`src/pbm_defs.svh`:
```
// Constants of the port B to E function multiplexer.
// Assumes inclusion by bare name.
`ifndef PBM_DEFS_SVH
`define PBM_DEFS_SVH

`define PBM_PORT_W 8
`define PBM_MODE_W 3
`define PBM_MODE_LO 1:0
`define PBM_MODE_DE_BIT 2
`define PBM_DED_W 2
`define PBM_SYN_W 34
`define PBM_SYN_PB 7:0
`define PBM_SYN_PC 15:8
`define PBM_SYN_PD 23:16
`define PBM_SYN_PE 31:24
`define PBM_SYN_DED 33:32
`define PBM_ZERO_BYTE 8'h00
`define PBM_ZERO_MODE 3'h0
`define PBM_IRQ_W 5
`define PBM_IRQ_ZERO 0
`define PBM_IRQ_ONE 1
`define PBM_IRQ_FOUR 2
`define PBM_IRQ_FIVE 3
`define PBM_IRQ_SIX 4
`define PBM_B_T2IN 0
`define PBM_B_T2EX 1
`define PBM_B_RX1 2
`define PBM_B_TX1 3
`define PBM_B_EXT_IRQ_FOUR 4
`define PBM_B_EXT_IRQ_FIVE_N 5
`define PBM_B_EXT_IRQ_SIX 6
`define PBM_B_TIMER2_OVERFLOW_PULSE 7
`define PBM_C_RX0 0
`define PBM_C_TX0 1
`define PBM_C_EXT_IRQ_ZERO_N 2
`define PBM_C_EXT_IRQ_ONE_N 3
`define PBM_C_T0 4
`define PBM_C_T1 5
`define PBM_C_WR 6
`define PBM_C_RD 7
`define PBM_E_ADDR_TOP 4
`define PBM_E_WAVE_CONTROL_3 5
`define PBM_E_WAVE_CONTROL_5 7
`define PBM_DED_0 0
`define PBM_DED_1 1

`endif

```
`src/pbm_pkg.sv`:
```
// Types shared by the port function multiplexer modules.
// Assumes the low mode bits decode through this enum.
package pbm_pkg;
    typedef enum logic [1:0] {
        PBM_MODE_PORTS,
        PBM_MODE_CPU_BUS,
        PBM_MODE_WAVE,
        PBM_MODE_FIFO
    } pbm_mode_e;
    typedef logic [1:0] pbm_drive_t;
endpackage : pbm_pkg

```
`src/pbm_sync_if.sv`:
```
// Raw pin levels in, synchronised levels out.
// Assumes one clock domain on both sides.
`timescale 1ns/1ps
interface pbm_sync_if #(
    parameter int W = 1
);
    logic [W-1:0] raw;
    logic [W-1:0] sync;
    modport src (output raw, input sync);
    modport syncer (input raw, output sync);
endinterface : pbm_sync_if

```
`src/pbm_sync.sv`:
```
// Two flip-flop synchroniser bank for pin inputs.
// Assumes raw levels come from pins.
`timescale 1ns/1ps
`include "pbm_defs.svh"
module pbm_sync #(
    parameter int W = `PBM_SYN_W
) (
    input wire logic i_clk,
    input wire logic i_rst,
    pbm_sync_if.syncer bus
);
    logic [W-1:0] meta_q;
    logic [W-1:0] sync_q;

    initial begin
        if (W < 1) begin
            $error("Width below one.");
        end
    end

    always_ff @(posedge i_clk) begin
        if (i_rst) begin
            meta_q <= '0;
            sync_q <= '0;
        end else begin
            meta_q <= bus.raw;
            sync_q <= meta_q;
        end
    end

    assign bus.sync = sync_q;
endmodule : pbm_sync

```
`src/pbm_irq_edge.sv`:
```
// Edge or level request detectors, one per lane.
// Assumes synchronised levels and a per-lane enable.
`timescale 1ns/1ps
module pbm_irq_edge #(
    parameter int W = 1
) (
    input wire logic i_clk,
    input wire logic i_rst,
    input wire logic [W-1:0] i_level,
    input wire logic [W-1:0] i_enable,
    input wire logic [W-1:0] i_falling,
    input wire logic [W-1:0] i_edge_mode,
    output logic [W-1:0] o_req
);
    logic [W-1:0] active;
    logic [W-1:0] prev_q;
    logic [W-1:0] req_q;

    initial begin
        if (W < 1) begin
            $error("Width below one.");
        end
    end

    assign active = i_enable & (i_level ^ i_falling);

    always_ff @(posedge i_clk) begin
        if (i_rst) begin
            prev_q <= '0;
        end else begin
            prev_q <= active;
        end
    end

    always_ff @(posedge i_clk) begin
        if (i_rst) begin
            req_q <= '0;
        end else begin
            req_q <= (i_edge_mode & active & ~prev_q) | (~i_edge_mode & active);
        end
    end

    assign o_req = req_q;
endmodule : pbm_irq_edge

```
`src/pbm_port_mux.sv`:
```
// Pin function mux for ports B to E and two dedicated inputs.
// Assumes all sources run on I_REF_CLK; pins pass two flip-flops first.
// What this block does
// - Port B: GPIO, peripheral, bus, wave, FIFO.
// - Reset makes every pin an input.
// - B3 drives UART1 transmit.
// - B4 rising edge requests IRQ4.
// - B5 falling edge requests IRQ5.
// - B6 rising edge requests IRQ6.
// - B7 pulses on timer2 overflow.
// - Port C: GPIO, peripheral or wave.
// - IRQ0/IRQ1 edge or level per trigger bit.
// - Timer0/1 count pins used only in counter mode.
// - C6, C7 carry memory strobes or controls.
// - C0, C1 carry UART0 or ready.
// - Port D: GPIO, wave data B, FIFO B.
// - Port E 0-4 carry wave address; bit5 dedicated.
// - FIFO mode puts five flags on port E.
// - Port E bits 5-7 carry wave controls 3-5.
// - Dedicated pins feed ready or FIFO selects.
`timescale 1ns/1ps
`include "pbm_defs.svh"
module pbm_port_mux (
    input wire logic I_REF_CLK,
    input wire logic I_RST,
    input wire logic [`PBM_MODE_W-1:0] I_INTERFACE_MODE_FIELD,
    input wire logic [`PBM_PORT_W-1:0] I_PORT_B_ALT_SELECT,
    input wire logic [`PBM_PORT_W-1:0] I_PORT_C_ALT_SELECT,
    input wire logic [`PBM_PORT_W-1:0] I_PORT_C_WAVE_SELECT,
    input wire logic I_IRQ_ZERO_TRIGGER_TYPE,
    input wire logic I_IRQ_ONE_TRIGGER_TYPE,
    input wire logic I_TIMER0_COUNTER_MODE,
    input wire logic I_TIMER1_COUNTER_MODE,
    input wire logic [`PBM_PORT_W-1:0] I_PB_PIN,
    output logic [`PBM_PORT_W-1:0] O_PB_PIN,
    output logic [`PBM_PORT_W-1:0] O_PB_PIN_OE,
    input wire logic [`PBM_PORT_W-1:0] I_PC_PIN,
    output logic [`PBM_PORT_W-1:0] O_PC_PIN,
    output logic [`PBM_PORT_W-1:0] O_PC_PIN_OE,
    input wire logic [`PBM_PORT_W-1:0] I_PD_PIN,
    output logic [`PBM_PORT_W-1:0] O_PD_PIN,
    output logic [`PBM_PORT_W-1:0] O_PD_PIN_OE,
    input wire logic [`PBM_PORT_W-1:0] I_PE_PIN,
    output logic [`PBM_PORT_W-1:0] O_PE_PIN,
    output logic [`PBM_PORT_W-1:0] O_PE_PIN_OE,
    input wire logic [`PBM_DED_W-1:0] I_DED_PIN,
    output logic O_WAVE_ADDRESS_5,
    input wire logic [`PBM_PORT_W-1:0] I_GPIO_B_OUT,
    input wire logic [`PBM_PORT_W-1:0] I_GPIO_B_OE,
    input wire logic [`PBM_PORT_W-1:0] I_GPIO_C_OUT,
    input wire logic [`PBM_PORT_W-1:0] I_GPIO_C_OE,
    input wire logic [`PBM_PORT_W-1:0] I_GPIO_D_OUT,
    input wire logic [`PBM_PORT_W-1:0] I_GPIO_D_OE,
    input wire logic [`PBM_PORT_W-1:0] I_GPIO_E_OUT,
    input wire logic [`PBM_PORT_W-1:0] I_GPIO_E_OE,
    output logic [`PBM_PORT_W-1:0] O_PORT_B_LEVEL,
    output logic [`PBM_PORT_W-1:0] O_PORT_C_LEVEL,
    output logic [`PBM_PORT_W-1:0] O_PORT_D_LEVEL,
    output logic [`PBM_PORT_W-1:0] O_PORT_E_LEVEL,
    input wire logic [`PBM_PORT_W-1:0] I_CPU_DATA_OUT,
    input wire logic I_CPU_DATA_OE,
    input wire logic [`PBM_PORT_W-1:0] I_WAVE_DATA_A_OUT,
    input wire logic I_WAVE_DATA_A_OE,
    input wire logic [`PBM_PORT_W-1:0] I_WAVE_DATA_B_OUT,
    input wire logic I_WAVE_DATA_B_OE,
    input wire logic [`PBM_PORT_W-3:0] I_WAVE_ADDRESS,
    input wire logic I_WAVE_CONTROL_1,
    input wire logic I_WAVE_CONTROL_3,
    input wire logic I_WAVE_CONTROL_4,
    input wire logic I_WAVE_CONTROL_5,
    output logic O_WAVE_READY_0,
    output logic O_WAVE_READY_1,
    output logic O_WAVE_READY_3,
    input wire logic [`PBM_PORT_W-1:0] I_FIFO_A_DATA_OUT,
    input wire logic I_FIFO_A_DATA_OE,
    input wire logic [`PBM_PORT_W-1:0] I_FIFO_B_DATA_OUT,
    input wire logic I_FIFO_B_DATA_OE,
    input wire logic I_FIFO_B_OUT_LEVEL_FLAG,
    input wire logic I_FIFO_A_IN_FULL,
    input wire logic I_FIFO_B_IN_FULL,
    input wire logic I_FIFO_A_OUT_EMPTY,
    input wire logic I_FIFO_B_OUT_EMPTY,
    output logic O_FIFO_A_SELECT,
    output logic O_FIFO_B_SELECT,
    input wire logic I_UART1_TRANSMIT,
    input wire logic I_UART0_TRANSMIT,
    input wire logic I_TIMER2_OVERFLOW_PULSE,
    input wire logic I_MEM_WRITE_N,
    input wire logic I_MEM_READ_N,
    output logic O_TIMER2_COUNT_INPUT,
    output logic O_TIMER2_RELOAD_INPUT,
    output logic O_UART1_RECEIVE,
    output logic O_UART0_RECEIVE,
    output logic O_TIMER0_COUNT_INPUT,
    output logic O_TIMER1_COUNT_INPUT,
    output logic O_IRQ_ZERO_REQ,
    output logic O_IRQ_ONE_REQ,
    output logic O_IRQ_FOUR_REQ,
    output logic O_IRQ_FIVE_REQ,
    output logic O_IRQ_SIX_REQ
);
    logic [`PBM_MODE_W-1:0] mode_q;
    logic [`PBM_PORT_W-1:0] b_alt_q, c_alt_q, c_wave_q;
    pbm_pkg::pbm_mode_e mode;
    logic de_on;
    logic [`PBM_PORT_W-1:0] b_per, c_per, c_wav, pb_s, pc_s;
    logic [`PBM_DED_W-1:0] ded_s;
    logic [`PBM_PORT_W-1:0] pb_d, pb_oe_d, pc_d, pc_oe_d, pd_d, pd_oe_d;
    logic [`PBM_PORT_W-1:0] pe_d, pe_oe_d, pb_q, pb_oe_q, pc_q, pc_oe_q;
    logic [`PBM_PORT_W-1:0] pd_q, pd_oe_q, pe_q, pe_oe_q;
    logic addr5_q;
    logic [`PBM_IRQ_W-1:0] irq_lvl, irq_en, irq_fall, irq_edge, irq_req;

    pbm_sync_if #(.W(`PBM_SYN_W)) syn ();
    // Picks the alternate or the GPIO drive.
    function automatic pbm_pkg::pbm_drive_t route(input logic sel,
        input logic alt_out, input logic alt_oe, input logic gpio_out,
        input logic gpio_oe);
        route = sel ? {alt_oe, alt_out} : {gpio_oe, gpio_out};
    endfunction : route

    // Reset config selects port mode with every pin on its GPIO drive.
    always_ff @(posedge I_REF_CLK) begin
        if (I_RST) begin
            mode_q <= `PBM_ZERO_MODE;
            b_alt_q <= `PBM_ZERO_BYTE;
            c_alt_q <= `PBM_ZERO_BYTE;
            c_wave_q <= `PBM_ZERO_BYTE;
        end else begin
            mode_q <= I_INTERFACE_MODE_FIELD;
            b_alt_q <= I_PORT_B_ALT_SELECT;
            c_alt_q <= I_PORT_C_ALT_SELECT;
            c_wave_q <= I_PORT_C_WAVE_SELECT;
        end
    end

    assign mode = pbm_pkg::pbm_mode_e'(mode_q[`PBM_MODE_LO]);
    assign de_on = mode_q[`PBM_MODE_DE_BIT];
    assign b_per = (mode == pbm_pkg::PBM_MODE_PORTS) ? b_alt_q : '0;
    assign c_per = c_alt_q & ~c_wave_q;
    assign c_wav = c_alt_q & c_wave_q & ~(8'h01 << `PBM_C_EXT_IRQ_ZERO_N);

    assign syn.raw = {I_DED_PIN, I_PE_PIN, I_PD_PIN, I_PC_PIN, I_PB_PIN};

    pbm_sync #(.W(`PBM_SYN_W)) u_sync (
        .i_clk(I_REF_CLK),
        .i_rst(I_RST),
        .bus(syn)
    );

    assign pb_s = syn.sync[`PBM_SYN_PB];
    assign pc_s = syn.sync[`PBM_SYN_PC];
    assign ded_s = syn.sync[`PBM_SYN_DED];
    // Pin levels stay readable.
    assign O_PORT_B_LEVEL = pb_s;
    assign O_PORT_C_LEVEL = pc_s;
    assign O_PORT_D_LEVEL = syn.sync[`PBM_SYN_PD];
    assign O_PORT_E_LEVEL = syn.sync[`PBM_SYN_PE];

    always_comb begin
        pb_d = '0;
        pb_oe_d = '0;
        for (int i = 0; i < `PBM_PORT_W; i++) begin
            unique case (mode)
                pbm_pkg::PBM_MODE_PORTS: begin
                    {pb_oe_d[i], pb_d[i]} = route(b_alt_q[i], 1'b0, 1'b0,
                        I_GPIO_B_OUT[i], I_GPIO_B_OE[i]);
                end
                pbm_pkg::PBM_MODE_CPU_BUS: begin
                    {pb_oe_d[i], pb_d[i]} = {I_CPU_DATA_OE, I_CPU_DATA_OUT[i]};
                end
                pbm_pkg::PBM_MODE_WAVE: begin
                    {pb_oe_d[i], pb_d[i]} = {I_WAVE_DATA_A_OE,
                        I_WAVE_DATA_A_OUT[i]};
                end
                pbm_pkg::PBM_MODE_FIFO: begin
                    {pb_oe_d[i], pb_d[i]} = {I_FIFO_A_DATA_OE,
                        I_FIFO_A_DATA_OUT[i]};
                end
            endcase
        end
        if (b_per[`PBM_B_TX1]) begin
            {pb_oe_d[`PBM_B_TX1], pb_d[`PBM_B_TX1]} =
                {1'b1, I_UART1_TRANSMIT};
        end
        if (b_per[`PBM_B_TIMER2_OVERFLOW_PULSE]) begin
            {pb_oe_d[`PBM_B_TIMER2_OVERFLOW_PULSE], pb_d[`PBM_B_TIMER2_OVERFLOW_PULSE]} =
                {1'b1, I_TIMER2_OVERFLOW_PULSE};
        end
    end

    always_comb begin
        for (int i = 0; i < `PBM_PORT_W; i++) begin
            {pc_oe_d[i], pc_d[i]} = route(c_alt_q[i], 1'b0, 1'b0,
                I_GPIO_C_OUT[i], I_GPIO_C_OE[i]);
        end
        if (c_per[`PBM_C_TX0]) begin
            {pc_oe_d[`PBM_C_TX0], pc_d[`PBM_C_TX0]} =
                {1'b1, I_UART0_TRANSMIT};
        end
        if (c_wav[`PBM_C_T0]) begin
            {pc_oe_d[`PBM_C_T0], pc_d[`PBM_C_T0]} = {1'b1, I_WAVE_CONTROL_1};
        end
        if (c_wav[`PBM_C_T1]) begin
            {pc_oe_d[`PBM_C_T1], pc_d[`PBM_C_T1]} = {1'b1, I_WAVE_CONTROL_3};
        end
        if (c_alt_q[`PBM_C_WR]) begin
            {pc_oe_d[`PBM_C_WR], pc_d[`PBM_C_WR]} = {1'b1,
                c_wave_q[`PBM_C_WR] ? I_WAVE_CONTROL_4 : I_MEM_WRITE_N};
        end
        if (c_alt_q[`PBM_C_RD]) begin
            {pc_oe_d[`PBM_C_RD], pc_d[`PBM_C_RD]} = {1'b1,
                c_wave_q[`PBM_C_RD] ? I_WAVE_CONTROL_5 : I_MEM_READ_N};
        end
    end

    always_comb begin
        for (int i = 0; i < `PBM_PORT_W; i++) begin
            {pd_oe_d[i], pd_d[i]} = {I_GPIO_D_OE[i], I_GPIO_D_OUT[i]};
            {pe_oe_d[i], pe_d[i]} = {I_GPIO_E_OE[i], I_GPIO_E_OUT[i]};
            if (de_on && mode == pbm_pkg::PBM_MODE_WAVE) begin
                {pd_oe_d[i], pd_d[i]} = {I_WAVE_DATA_B_OE,
                    I_WAVE_DATA_B_OUT[i]};
            end else if (de_on && mode == pbm_pkg::PBM_MODE_FIFO) begin
                {pd_oe_d[i], pd_d[i]} = {I_FIFO_B_DATA_OE, I_FIFO_B_DATA_OUT[i]};
            end
        end
        for (int i = 0; i <= `PBM_E_ADDR_TOP; i++) begin
            if (de_on && mode == pbm_pkg::PBM_MODE_WAVE) begin
                {pe_oe_d[i], pe_d[i]} = {1'b1, I_WAVE_ADDRESS[i]};
            end
        end
        if (de_on && mode == pbm_pkg::PBM_MODE_FIFO) begin
            pe_oe_d[`PBM_E_ADDR_TOP:0] = 5'h1f;
            pe_d[`PBM_E_ADDR_TOP:0] = {I_FIFO_B_OUT_EMPTY, I_FIFO_A_OUT_EMPTY,
                I_FIFO_B_IN_FULL, I_FIFO_A_IN_FULL,
                I_FIFO_B_OUT_LEVEL_FLAG};
        end
        if (mode == pbm_pkg::PBM_MODE_WAVE) begin
            pe_oe_d[`PBM_E_WAVE_CONTROL_5:`PBM_E_WAVE_CONTROL_3] = 3'h7;
            pe_d[`PBM_E_WAVE_CONTROL_5:`PBM_E_WAVE_CONTROL_3] = {I_WAVE_CONTROL_5,
                I_WAVE_CONTROL_4, I_WAVE_CONTROL_3};
        end
    end

    always_ff @(posedge I_REF_CLK) begin
        if (I_RST) begin
            pb_q <= `PBM_ZERO_BYTE;
            pb_oe_q <= `PBM_ZERO_BYTE;
            pc_q <= `PBM_ZERO_BYTE;
            pc_oe_q <= `PBM_ZERO_BYTE;
            pd_q <= `PBM_ZERO_BYTE;
            pd_oe_q <= `PBM_ZERO_BYTE;
            pe_q <= `PBM_ZERO_BYTE;
            pe_oe_q <= `PBM_ZERO_BYTE;
            addr5_q <= 1'b0;
        end else begin
            pb_q <= pb_d;
            pb_oe_q <= pb_oe_d;
            pc_q <= pc_d;
            pc_oe_q <= pc_oe_d;
            pd_q <= pd_d;
            pd_oe_q <= pd_oe_d;
            pe_q <= pe_d;
            pe_oe_q <= pe_oe_d;
            addr5_q <= I_WAVE_ADDRESS[`PBM_PORT_W-3];
        end
    end

    assign O_PB_PIN = pb_q;
    assign O_PB_PIN_OE = pb_oe_q;
    assign O_PC_PIN = pc_q;
    assign O_PC_PIN_OE = pc_oe_q;
    assign O_PD_PIN = pd_q;
    assign O_PD_PIN_OE = pd_oe_q;
    assign O_PE_PIN = pe_q;
    assign O_PE_PIN_OE = pe_oe_q;
    assign O_WAVE_ADDRESS_5 = addr5_q;

    // Unrouted peripheral inputs idle.
    assign O_TIMER2_COUNT_INPUT = b_per[`PBM_B_T2IN] & pb_s[`PBM_B_T2IN];
    assign O_TIMER2_RELOAD_INPUT = b_per[`PBM_B_T2EX] & pb_s[`PBM_B_T2EX];
    assign O_UART1_RECEIVE = ~b_per[`PBM_B_RX1] | pb_s[`PBM_B_RX1];
    assign O_UART0_RECEIVE = ~c_per[`PBM_C_RX0] | pc_s[`PBM_C_RX0];
    assign O_TIMER0_COUNT_INPUT = I_TIMER0_COUNTER_MODE & c_per[`PBM_C_T0]
        & pc_s[`PBM_C_T0];
    assign O_TIMER1_COUNT_INPUT = I_TIMER1_COUNTER_MODE & c_per[`PBM_C_T1]
        & pc_s[`PBM_C_T1];
    assign O_WAVE_READY_0 = (c_wav[`PBM_C_RX0] & pc_s[`PBM_C_RX0])
        | ((mode == pbm_pkg::PBM_MODE_WAVE) & ded_s[`PBM_DED_0]);
    assign O_WAVE_READY_1 = (c_wav[`PBM_C_TX0] & pc_s[`PBM_C_TX0])
        | ((mode == pbm_pkg::PBM_MODE_WAVE) & ded_s[`PBM_DED_1]);
    assign O_WAVE_READY_3 = c_wav[`PBM_C_EXT_IRQ_ONE_N] & pc_s[`PBM_C_EXT_IRQ_ONE_N];
    assign O_FIFO_A_SELECT = (mode == pbm_pkg::PBM_MODE_FIFO)
        & ded_s[`PBM_DED_0];
    assign O_FIFO_B_SELECT = (mode == pbm_pkg::PBM_MODE_FIFO)
        & ded_s[`PBM_DED_1];

    assign irq_lvl = {pb_s[`PBM_B_EXT_IRQ_SIX], pb_s[`PBM_B_EXT_IRQ_FIVE_N], pb_s[`PBM_B_EXT_IRQ_FOUR],
        pc_s[`PBM_C_EXT_IRQ_ONE_N], pc_s[`PBM_C_EXT_IRQ_ZERO_N]};
    assign irq_en = {b_per[`PBM_B_EXT_IRQ_SIX], b_per[`PBM_B_EXT_IRQ_FIVE_N],
        b_per[`PBM_B_EXT_IRQ_FOUR], c_per[`PBM_C_EXT_IRQ_ONE_N], c_alt_q[`PBM_C_EXT_IRQ_ZERO_N]};
    assign irq_fall = 5'b01011;
    assign irq_edge = {3'b111, I_IRQ_ONE_TRIGGER_TYPE,
        I_IRQ_ZERO_TRIGGER_TYPE};

    pbm_irq_edge #(.W(`PBM_IRQ_W)) u_irq (
        .i_clk(I_REF_CLK),
        .i_rst(I_RST),
        .i_level(irq_lvl),
        .i_enable(irq_en),
        .i_falling(irq_fall),
        .i_edge_mode(irq_edge),
        .o_req(irq_req)
    );

    assign O_IRQ_ZERO_REQ = irq_req[`PBM_IRQ_ZERO];
    assign O_IRQ_ONE_REQ = irq_req[`PBM_IRQ_ONE];
    assign O_IRQ_FOUR_REQ = irq_req[`PBM_IRQ_FOUR];
    assign O_IRQ_FIVE_REQ = irq_req[`PBM_IRQ_FIVE];
    assign O_IRQ_SIX_REQ = irq_req[`PBM_IRQ_SIX];
endmodule : pbm_port_mux

```
`config.mk`:
```
export PLATFORM = sky130hd
export DESIGN_NAME = pbm_port_mux
export DESIGN_NICKNAME = d
export VERILOG_FILES = /design/src/pbm_pkg.sv /design/src/pbm_sync_if.sv /design/src/pbm_sync.sv /design/src/pbm_irq_edge.sv /design/src/pbm_port_mux.sv
export VERILOG_INCLUDE_DIRS = /design/src
export SDC_FILE = /design/constraint.sdc
export NUM_CORES = 1
export LEC_CHECK = 0
export BUFFER_PORTS_ARGS = -buffer_cell sky130_fd_sc_hd__buf_2
export CORE_MARGIN = 1.5
export CORE_UTILIZATION = 40
export CTS_CLUSTER_SIZE = 24
export DETAILED_ROUTE_END_ITERATION = 10
export GPL_ROUTABILITY_DRIVEN = 0
export PLACE_DENSITY = 0.85
export SLEW_MARGIN = 20
export SYNTH_ARGS = -nofsm -noshare
export SYNTH_HDL_FRONTEND = slang
export SYNTH_HIERARCHICAL = 1
export SYNTH_SLANG_ARGS = --single-unit
```
`constraint.sdc`:
```
create_clock -name I_REF_CLK -period 1.35 [get_ports I_REF_CLK]
set_input_delay 0 -clock I_REF_CLK [delete_from_list [all_inputs] [get_ports I_REF_CLK]]
set_output_delay 0 -clock I_REF_CLK [all_outputs]
set_load 0.02 [all_outputs]
```
### Yosys cells after proc, flatten, opt, wreduce, memory -nomap -nowiden

Cells that the tools add are included.
W data, S select, Z words.

| storage, ports and cells | value |
|---|---|
| bits in registers | 170 |
| latch bits | 0 |
| bits in writable memories | 0 |
| ROM bits | 0 |
| input port bits | 196 |
| output and inout port bits | 113 |
| logic and storage cells | 152 |
| memories kept | 0 |

| cells by class | value |
|---|---|
| $add $sub $neg | 0 |
| multipliers | 0 |
| div/mod/pow operators | 0 |
| magnitude comparators | 0 |
| eq/ne operators | 3 |
| shift operators | 0 |
| multiplexer cells | 90 |
| bitwise gates (word level) | 30 |
| reduce and logical (&&, ||, !) cells | 6 |

Operator list:

| kind | number |
|---|---|
| $pmux W1 S4 | 16 |
| $mux W1 | 58 |
| $mux W2 | 11 |
| $and A5 B5 Y5 | 4 |
| $and A1 B1 Y1 | 13 |
| $and A6 B6 Y6 | 2 |
| $mux W5 | 2 |
| $not A5 Y5 | 2 |
| $mux W8 | 1 |
| $mux W3 | 2 |
| $not A6 Y6 | 1 |
| $reduce_or A2 Y1 | 3 |
| $or A5 B5 Y5 | 1 |
| $eq A2 B2 Y1 const B | 2 |
| $or A1 B1 Y1 | 4 |
| $not A3 Y3 | 1 |
| $eq A2 B1 Y1 const B | 1 |
| $logic_and A1 B1 Y1 | 2 |
| $logic_not A2 Y1 | 1 |
| $not A1 Y1 | 2 |

### Depth between registers and ports, before layout

Gate-level depths: netlist of the first run.

| depth | value |
|---|---|
| depth in word-level cells | 6 |
| depth in mapped cells | 6 |
| mapped depth without buffers | 4 |

### Cells and area by module

The synthesis of the first run kept the hierarchy.

By module, submodules not included:

| module | instances | cells each | area an instance (um^2) | seq. area each (um^2) |
|---|---|---|---|---|
| pbm_port_mux | 1 | 317 | 3337.0 | 1821.7 |
| pbm_sync | 1 | 143 | 1836.8 | 1361.3 |
| pbm_irq_edge | 1 | 30 | 394.1 | 200.2 |

### Worst setup path before layout of the first run

No wires, ideal clock.

| path | value |
|---|---|
| path kind | register to register |
| start | register mode_q[0] |
| end | register u_irq.req_q[2], in the netlist u_irq/o_req[2] |
| setup time | 0.079 ns |
| arrival | 1.202 ns |
| required time | 1.271 ns |
| path slack | 0.069 ns |
| cell stages (with the launch flop) | 6 |
| buffers on the path | 1 |
| clock period less this slack | 1.281 ns |
| cell sequence | dfxtp_1 > nor2_1 > clkbuf_2 > and2_1 > nand2b_4 > a211oi_2 |

| between the ends | value |
|---|---|
| longest elaborated chain between the ends | 6 |
| elaborated cells between the ends (all ways) | 7 |
| classes of those cells | 1 x mux; 5 x bitwise; 1 x reduce/logical |

Ends and longest elaborated chain:

| what | line | source |
|---|---|---|
| from (decl) | pbm_port_mux.sv:102 | `` logic [`PBM_MODE_W-1:0] mode_q; `` |
| from (signal assigned) | pbm_port_mux.sv:125 | `` mode_q <= `PBM_ZERO_MODE; `` |
| $logic_not A2 Y1 (*) | pbm_port_mux.sv:139 | `assign b_per = (mode == pbm_pkg::PBM_MODE_PORTS) ? b_alt_q : '0;` |
| $mux W8 (*) | pbm_port_mux.sv:139 |  |
| named net b_per[4] | pbm_port_mux.sv:106 | `` logic [`PBM_PORT_W-1:0] b_per, c_per, c_wav, pb_s, pc_s; `` |
| $and A5 B5 Y5 (*) | pbm_irq_edge.sv:25 | `assign active = i_enable & (i_level ^ i_falling);` |
| $and A5 B5 Y5 (2 in a row) | pbm_irq_edge.sv:39 | `req_q <= (i_edge_mode & active & ~prev_q) \| (~i_edge_mode & active);` |
| $or A5 B5 Y5 (*) | pbm_irq_edge.sv:39 |  |
| to (signal assigned) | pbm_irq_edge.sv:39 |  |
| to (decl) | pbm_irq_edge.sv:17 | `logic [W-1:0] req_q;` |

Mark *: on every way through the listed nets, which the timed path passes. The rest lies on a longest branch.
A chain may end at the register's enable or synchronous reset.

### Worst setup path in the final report of the first run

| path | value |
|---|---|
| start | register mode_q[0] |
| end | register pb_q[5], in the netlist O_PB_PIN[5] |

| between the ends | value |
|---|---|
| longest elaborated chain between the ends | 2 |
| elaborated cells between the ends (all ways) | 5 |
| classes of those cells | 3 x eq/ne; 1 x mux; 1 x reduce/logical |

Ends and longest elaborated chain:

| what | line | source |
|---|---|---|
| $eq A2 B2 Y1 (tied with other cells) | pbm_port_mux.sv:164 | `unique case (mode)` |
| $pmux W1 S4 (*) | pbm_port_mux.sv:164 |  |
| to (signal assigned) | pbm_port_mux.sv:248 | `` pb_q <= `PBM_ZERO_BYTE; `` |
| to (signal assigned) | pbm_port_mux.sv:258 | `pb_q <= pb_d;` |
| to (decl) | pbm_port_mux.sv:109 | `` logic [`PBM_PORT_W-1:0] pe_d, pe_oe_d, pb_q, pb_oe_q, pc_q, pc_oe_q; `` |

Mark *: on every way between the ends. The rest lies on a longest branch, timed or not.

==> results of run 1 <==
-- cell families (layout without fill, tap and decap cells) --
kind of cell / after synthesis / count (layout)
mux: 33 / 33
compound gates: 61 / 61
other cells: 2 / 11
xor+xnor: 5 / 5
buf+inv: 31 / 548
simple gates: 189 / 189
flops: 169 / 169
-- Yosys cell counts (2+ instances only) --
cell type,instances,area (µm²)
nor2b_1,97,607
buf_2,11,55.1
buf_1,3,11.3
and4b_1,2,20.0
a21oi_1,18,90.1
nand2b_1,4,25.0
nand2_1,2,7.51
o21ai_0,2,10.0
a221oi_1,2,17.5
dfxtp_1,169,3380
and2_1,4,25.0
a32o_1,2,20.0
clkbuf_1,6,22.5
nand3b_1,7,52.6
o21a_1,8,60.1
and3_1,5,31.3
xnor2_1,5,43.8
buf_6,5,56.3
buf_4,3,22.5
o211a_1,2,20.0
a211oi_1,16,120
inv_1,2,7.51
nand2b_4,5,68.8
nor3b_1,6,45.0
mux2i_1,32,320
or3b_1,5,43.8
nor2_1,48,180
conb_1,2,7.51
a221oi_2,4,60.1
a211oi_2,5,62.6
nand3_1,3,15.0
-- state kept, by name (all words and copies together) (netlist names) --
| name | flops |
|---|---|
| O_PE_PIN_OE | 8 |
| u_sync/meta_q | 34 |
| O_PC_PIN_OE | 8 |
| O_PE_PIN | 8 |
| O_PD_PIN_OE | 8 |
| c_wave_q | 7 |
| O_WAVE_ADDRESS_5 | 1 |
| O_PC_PIN | 8 |
| O_PD_PIN | 8 |
| c_alt_q | 8 |
| b_alt_q | 8 |
| O_PB_PIN_OE | 8 |
| mode_q | 3 |
| u_irq/prev_q | 5 |
| O_PB_PIN | 8 |
| u_sync/bus.sync | 34 |
| u_irq/o_req | 5 |
-- metal layers --
layer  vias up  GRT usage, %
met5         -             0
met4         4          21.0
met3       120          9.59
met2       415          51.6
met1      2692          28.0
li1       2650             -
-- worst reg2reg max path: stages, from the launching register on --
cell and delay, ns:
dfxtp_4 0.36, buf_8 0.12, buf_12 0.12, buf_4 0.14
mux2i_1 0.56, a221oi_4 0.18
-- worst min-delay path by stage --
stage,depth (start not counted),end
floorplan,1,u_irq/o_req[0]
global placement,2,u_irq/o_req[1]
detailed placement,2,u_irq/o_req[1]
CTS,3,O_PB_PIN[1]
global route,3,O_PC_PIN[7]
finish,3,O_PC_PIN[7]
-- area by class of cell --
class	count	area [µm²]
sequential	169	3390
clock buffer	23	478
fill	777	3410
inverter	2	7.51
multi-input combinational	296	2120
tap	176	220
clock inverter	9	63.8
antenna	3	7.51
timing repair buffer	514	3700
-- timing repair --
action / in CTS / in global routing
hold buffers: 181 / 1
resized for setup: 21 / 24
hold endpoints to repair: 127 / 1
cloned: 0 / 2
pin swaps: 5 / 8
endpoints found under the setup margin: 8 / 31
buffers inserted: 6 / 5
-- power groups by stage --
stage               logic [mW]  registers, mW  clock network, mW
floorplan                0.481           5.67                  0
global placement          1.26           5.47                  0
detailed placement        1.28           5.48                  0
CTS                       1.74           5.36               4.49
global route              2.02           5.40               4.75
finish                    1.92           5.39               4.46
-- per-stage QoR --
step / power [mW] / std cells / util [%] / setup WS (ns)
after floorplan: 6.15 / 496 / - / 0.0691
after global placement: 6.73 / 965 / 54.9 / 0.0980
after detailed placement: 6.76 / 965 / 54.9 / 0.0546
after CTS: 11.6 / 1184 / 73.3 / -0.0786
after global routing: 12.2 / 1191 / 74.5 / -0.280
final: 11.8 / 1192 / 74.5 / -0.266
==> impl_metrics.tcl, run 1 <==
set metrics [dict create \
    routed_via_density 4.93 \
    worst_clock_skew_ns 0.00839 \
    fin_hold_ws_ns 0.00520 \
    endpoint "O_PB_PIN[5]" \
    p_leak_nw 4.69 \
    reg2reg_depth 5 \
    crit_chain "buf_8 -> buf_12 -> buf_4 -> mux2i_1 -> a221oi_4" \
    fmax_ghz 0.619 \
    relSlewSlack_pct 56.9 \
    r2r_setup_slack_ns -0.27 \
    synth-adder-area-share_pct 0 \
    dieArea_mm2 0.0146 \
    ys_ff_latch 169 \
    postPlaceCellArea_mm2 0.00735 \
    worstHoldStart "I_MEM_READ_N" \
    die_width_um 121 \
    switching_share_pct 25.4 \
    fp.dieH_um 121 \
    grt_max_degree 52 \
    switching_power_mw 2.98 \
    synth_xor_area_share_pct 0.787 \
    grt_pass1_wl_mm 32.1 \
    critPathMaxStageDelay_ns 0.56 \
    min_path_type "in2reg" \
    io_pins 309 \
    fp-row-count 42 \
    wl_per_cell_um 19.4 \
    design_area_mm2 0.00999 \
    synth-simple-area-share_pct 20.3 \
    drive_gt1_share_pct 39.5 \
    path_clk_slew_ns 0.07 \
    worstPathArrival_ns 1.87 \
    initialDrtViolationCount 534 \
    wl_mm 23.2 \
    ys_types 36 \
    yosys_warnings 6 \
    synth_top_family_by_area "simple AND/OR/NAND/NOR gates" \
    p_per_area_mw_per_mm2 1180 \
    slowest_stage "mux2i_1" \
    violations "negative setup slack" \
    pwr-share-seq_pct 45.8 \
    start_util_pct 41.5 \
    route.detailed.drc 0 \
    cts-htree-levels 4 \
    async_flop_share_pct 0 \
    crit_required_ns 1.60 \
    nets 1196 \
    cp-end-kind "flop" \
    setup_slack_ns -0.266 \
    root_buffer "clkbuf_16" \
    cts_buffers 17 \
    pwr-share-clk_pct 37.9 \
    overflow 0 \
    worst-path-buf-inv 3 \
    layout_common_cells "buf_2 (300), dlygate4sd3_1 (180), dfxtp_1 (165), nor2b_1 (96), nor2_1 (47)" \
    crit_start "mode_q[0]" \
    core_mm2 0.0134 \
    hpwl_mm 12.1 \
    finalMaxSlewViolations 0 \
    final_common_cell "buf_2" \
    clock_latency_ns 0.42 \
    period_needed_ns 1.62 \
    cts_tree "yes" \
    synth_mux_area_share_pct 5.96 \
    rr_startpoint "mode_q[0]" \
    drtAntennaViolNets 0 \
    final.setup.tns_ns -0.546 \
    wl_met2_mm 11.4 \
    hold_viol 0 \
    synth_cells 490 \
    critPathMaxFanout 7 \
    drt_first_pass_iters 5 \
    timing.final.crit_share_pct 120 \
    syn_area_mm2 0.00557 \
    power.internal_mw 8.78 \
    wl_met3_mm 2.21 \
    start_kind "flop" \
    critPathTopFamily "multiplexers" \
    ys_seq_area_share_pct 60.8 \
    path_depth 5 \
    cts_buffer_depth 2 \
    grt_pass1_vias 6130 \
    antenna_found_initial 4 \
    vias 5881 \
    numPortBuffers 307 \
    rsz0062_at_grt "yes" \
    cap_viol_max_count 0 \
    synth-main-ff-cell "dfxtp_1" \
    grtUsageTotal_pct 29.0 \
    m1WireLength_mm 7.90 \
    area_delta_synth_final_pct 79.4 \
    status "complete, but fails checks" \
    timing.rr.end "O_PB_PIN[5]" \
    pwr-share-comb_pct 16.3 \
    ir_drop_mv 0.875 \
    path_class "reg2reg" \
    synth_compound_area_share_pct 8.83 \
    cts.sinks 169 \
    syn_avg_cell_area_um2 11.4 \
    synth-edff-count 0 \
    worstMarginPinSlew_ns 0.628 \
    finalSetupViolCount 8 \
    highest_layer "met5" \
]
Power figures use the tool's default switching activity.
==> run 2: changes to the inputs <==
Settings changed: CAP_MARGIN set to 20, CORE_MARGIN 1.5 to 2.
==> run 2 against run 1 <==
  * The flow finishes with violations (negative hold slack, negative setup slack)
  * Combinational power fell by 3%
  * Die area grew 1.7%
  * Fmax up 12%
  * Critical path type unchanged
  * Critical endpoint unchanged
  * Largest power group unchanged
==> impl_metrics.tcl, run 2 (synthesis results as in run 1) <==
set metrics [dict create \
    pwr-share-comb_pct 15.6 \
    area_delta_synth_final_pct 79.5 \
    fp.dieH_um 122 \
    crit_required_ns 1.67 \
    path_class "reg2reg" \
    fmax_ghz 0.691 \
    cts-htree-levels 4 \
    fin_hold_ws_ns -0.00488 \
    finalMaxSlewViolations 0 \
    grt_pass1_wl_mm 30.7 \
    switching_power_mw 3.14 \
    grtUsageTotal_pct 27.1 \
    routed_via_density 4.83 \
    cts_tree "yes" \
    io_pins 309 \
    final.setup.tns_ns -0.367 \
    period_needed_ns 1.45 \
    fp-row-count 43 \
    critPathMaxStageDelay_ns 0.40 \
    worst_clock_skew_ns 0.0114 \
    cts_buffers 17 \
    initialDrtViolationCount 446 \
    slowest_stage "or3b_4" \
    final_common_cell "buf_2" \
    critPathMaxFanout 7 \
    min_path_type "in2reg" \
    p_per_area_mw_per_mm2 1200 \
    path_clk_slew_ns 0.08 \
    crit_chain "buf_6 -> buf_8 -> or3b_4 -> a221oi_4" \
    rsz0062_at_grt "yes" \
    pwr-share-seq_pct 44.9 \
    p_total_mw 12.0 \
    drtAntennaViolNets 0 \
    grt_max_degree 75 \
    drive_gt1_share_pct 39.6 \
    power.internal_mw 8.86 \
    hpwl_mm 11.5 \
    start_kind "flop" \
    finalSetupViolCount 10 \
    cp-end-kind "flop" \
    layout_common_cells "buf_2 (299), dlygate4sd3_1 (180), dfxtp_1 (164), nor2b_1 (96), nor2_1 (47)" \
    wl_mm 21.8 \
    postPlaceCellArea_mm2 0.00732 \
    overflow 0 \
    vias 5752 \
    fillers 822 \
    status "complete, but fails checks" \
    root_buffer "clkbuf_16" \
    fin_util_pct 72.9 \
    start_util_pct 40.6 \
    core_mm2 0.0137 \
    cts.sinks 169 \
    pwr-share-clk_pct 39.5 \
    grt_pass1_vias 6011 \
    cts_buffer_depth 2 \
    ir_drop_mv 0.902 \
    violations "negative hold slack, negative setup slack" \
    antenna_found_initial 3 \
    timing.final.crit_share_pct 107 \
    hold_viol 2 \
    cap_viol_max_count 0 \
    nets 1193 \
    clock_latency_ns 0.42 \
    drt_first_pass_iters 5 \
    dieArea_mm2 0.0149 \
    p_leak_nw 4.67 \
    dp_slack_ns 0.0153 \
    worstPathArrival_ns 1.77 \
    setup_slack_ns -0.0966 \
    switching_share_pct 26.2 \
    die_width_um 122 \
    numPortBuffers 307 \
    route.detailed.drc 0 \
    design_area_mm2 0.0100 \
    wl_per_cell_um 18.3 \
]
run 2: changes by cell type in the layout (fill, tap and decap cells not counted), moves of 3 or more:
| cell | before | now |
|---|---|---|
| a21oi_1 | 16 | 13 |
| a21oi_2 | 2 | 5 |
| clkbuf_1 | 3 | 0 |
| clkbuf_8 | 3 | 0 |
| inv_6 | 3 | 7 |
run 2: area by class of cell:
cell class	instances	area [µm²]	share of cell area [%]
multi-input combinational	296	2110	21.2
sequential	169	3400	34.0
timing repair buffer	511	3660	36.7
inverter	2	7.51	0.0751
clock buffer	17	425	4.26
tap	180	225	2.25
antenna	2	5.00	0.0501
clock inverter	15	158	1.58
run 2: through the flow:
| step | instances | hold WS, ns |
|---|---|---|
| 6_report | 1192 | -0.00488 |
| 2_1_floorplan | 496 | 0.0867 |
| 4_1_cts | 1185 | 0.00266 |
| 3_3_place_gp | 967 | 0.183 |
| 5_1_grt | 1192 | 0.0108 |
| 3_5_place_dp | 967 | 0.187 |
run 2: power by group through the flow:
stage                     Clock (mW)  Combinational (mW)  Sequential [mW]
after global placement             0                1.24             5.48
after detailed placement           0                1.26             5.48
after CTS                       4.80                1.71             5.37
final                           4.74                1.87             5.39
after floorplan                    0               0.481             5.67
after global routing            5.07                1.98             5.41
run 2: path summary, 6_finish.rpt:
| check | startpoint | endpoint | slack [ns] | depth (start not counted) |
|---|---|---|---|---|
| worst min-delay path | I_MEM_WRITE_N | O_PC_PIN[6] | -0.005 | 3 |
| worst max-delay path | mode_q[0] | O_PB_PIN[5] | -0.1 | 4 |
| worst max register to register | mode_q[0] | O_PB_PIN[5] | -0.1 | 4 |
| worst min register to register | u_irq/prev_q[1] | u_irq/o_req[1] | 0.42 | 1 |
run 2: worst max-delay path: cells and delay by family (launching register included):
kind,cells,cell delay (ns)
buf+inv,2,0.26
simple gates,1,0.40
flops,1,0.37
compound gates,1,0.33
run 2: routing by layer:
metal  part of all wire [%]  vias to the layer above  track usage [%]
li1                       -                     2642                -
met1                     35                     2616             28.1
met2                     49                      375             46.4
met3                    9.8                      117             10.3
met4                    6.2                        2             16.5
met5                  0.060                        -                0
run 2: what timing repair did:
item | 4_1_cts | 5_1_grt
pin swaps | 6 | 5
hold buffers | 181 | 0
gates resized for setup | 30 | 18
setup endpoints to repair | 9 | 24
endpoints found under the hold margin | 127 | 0
gates cloned | 0 | 1
buffers inserted | 5 | 6
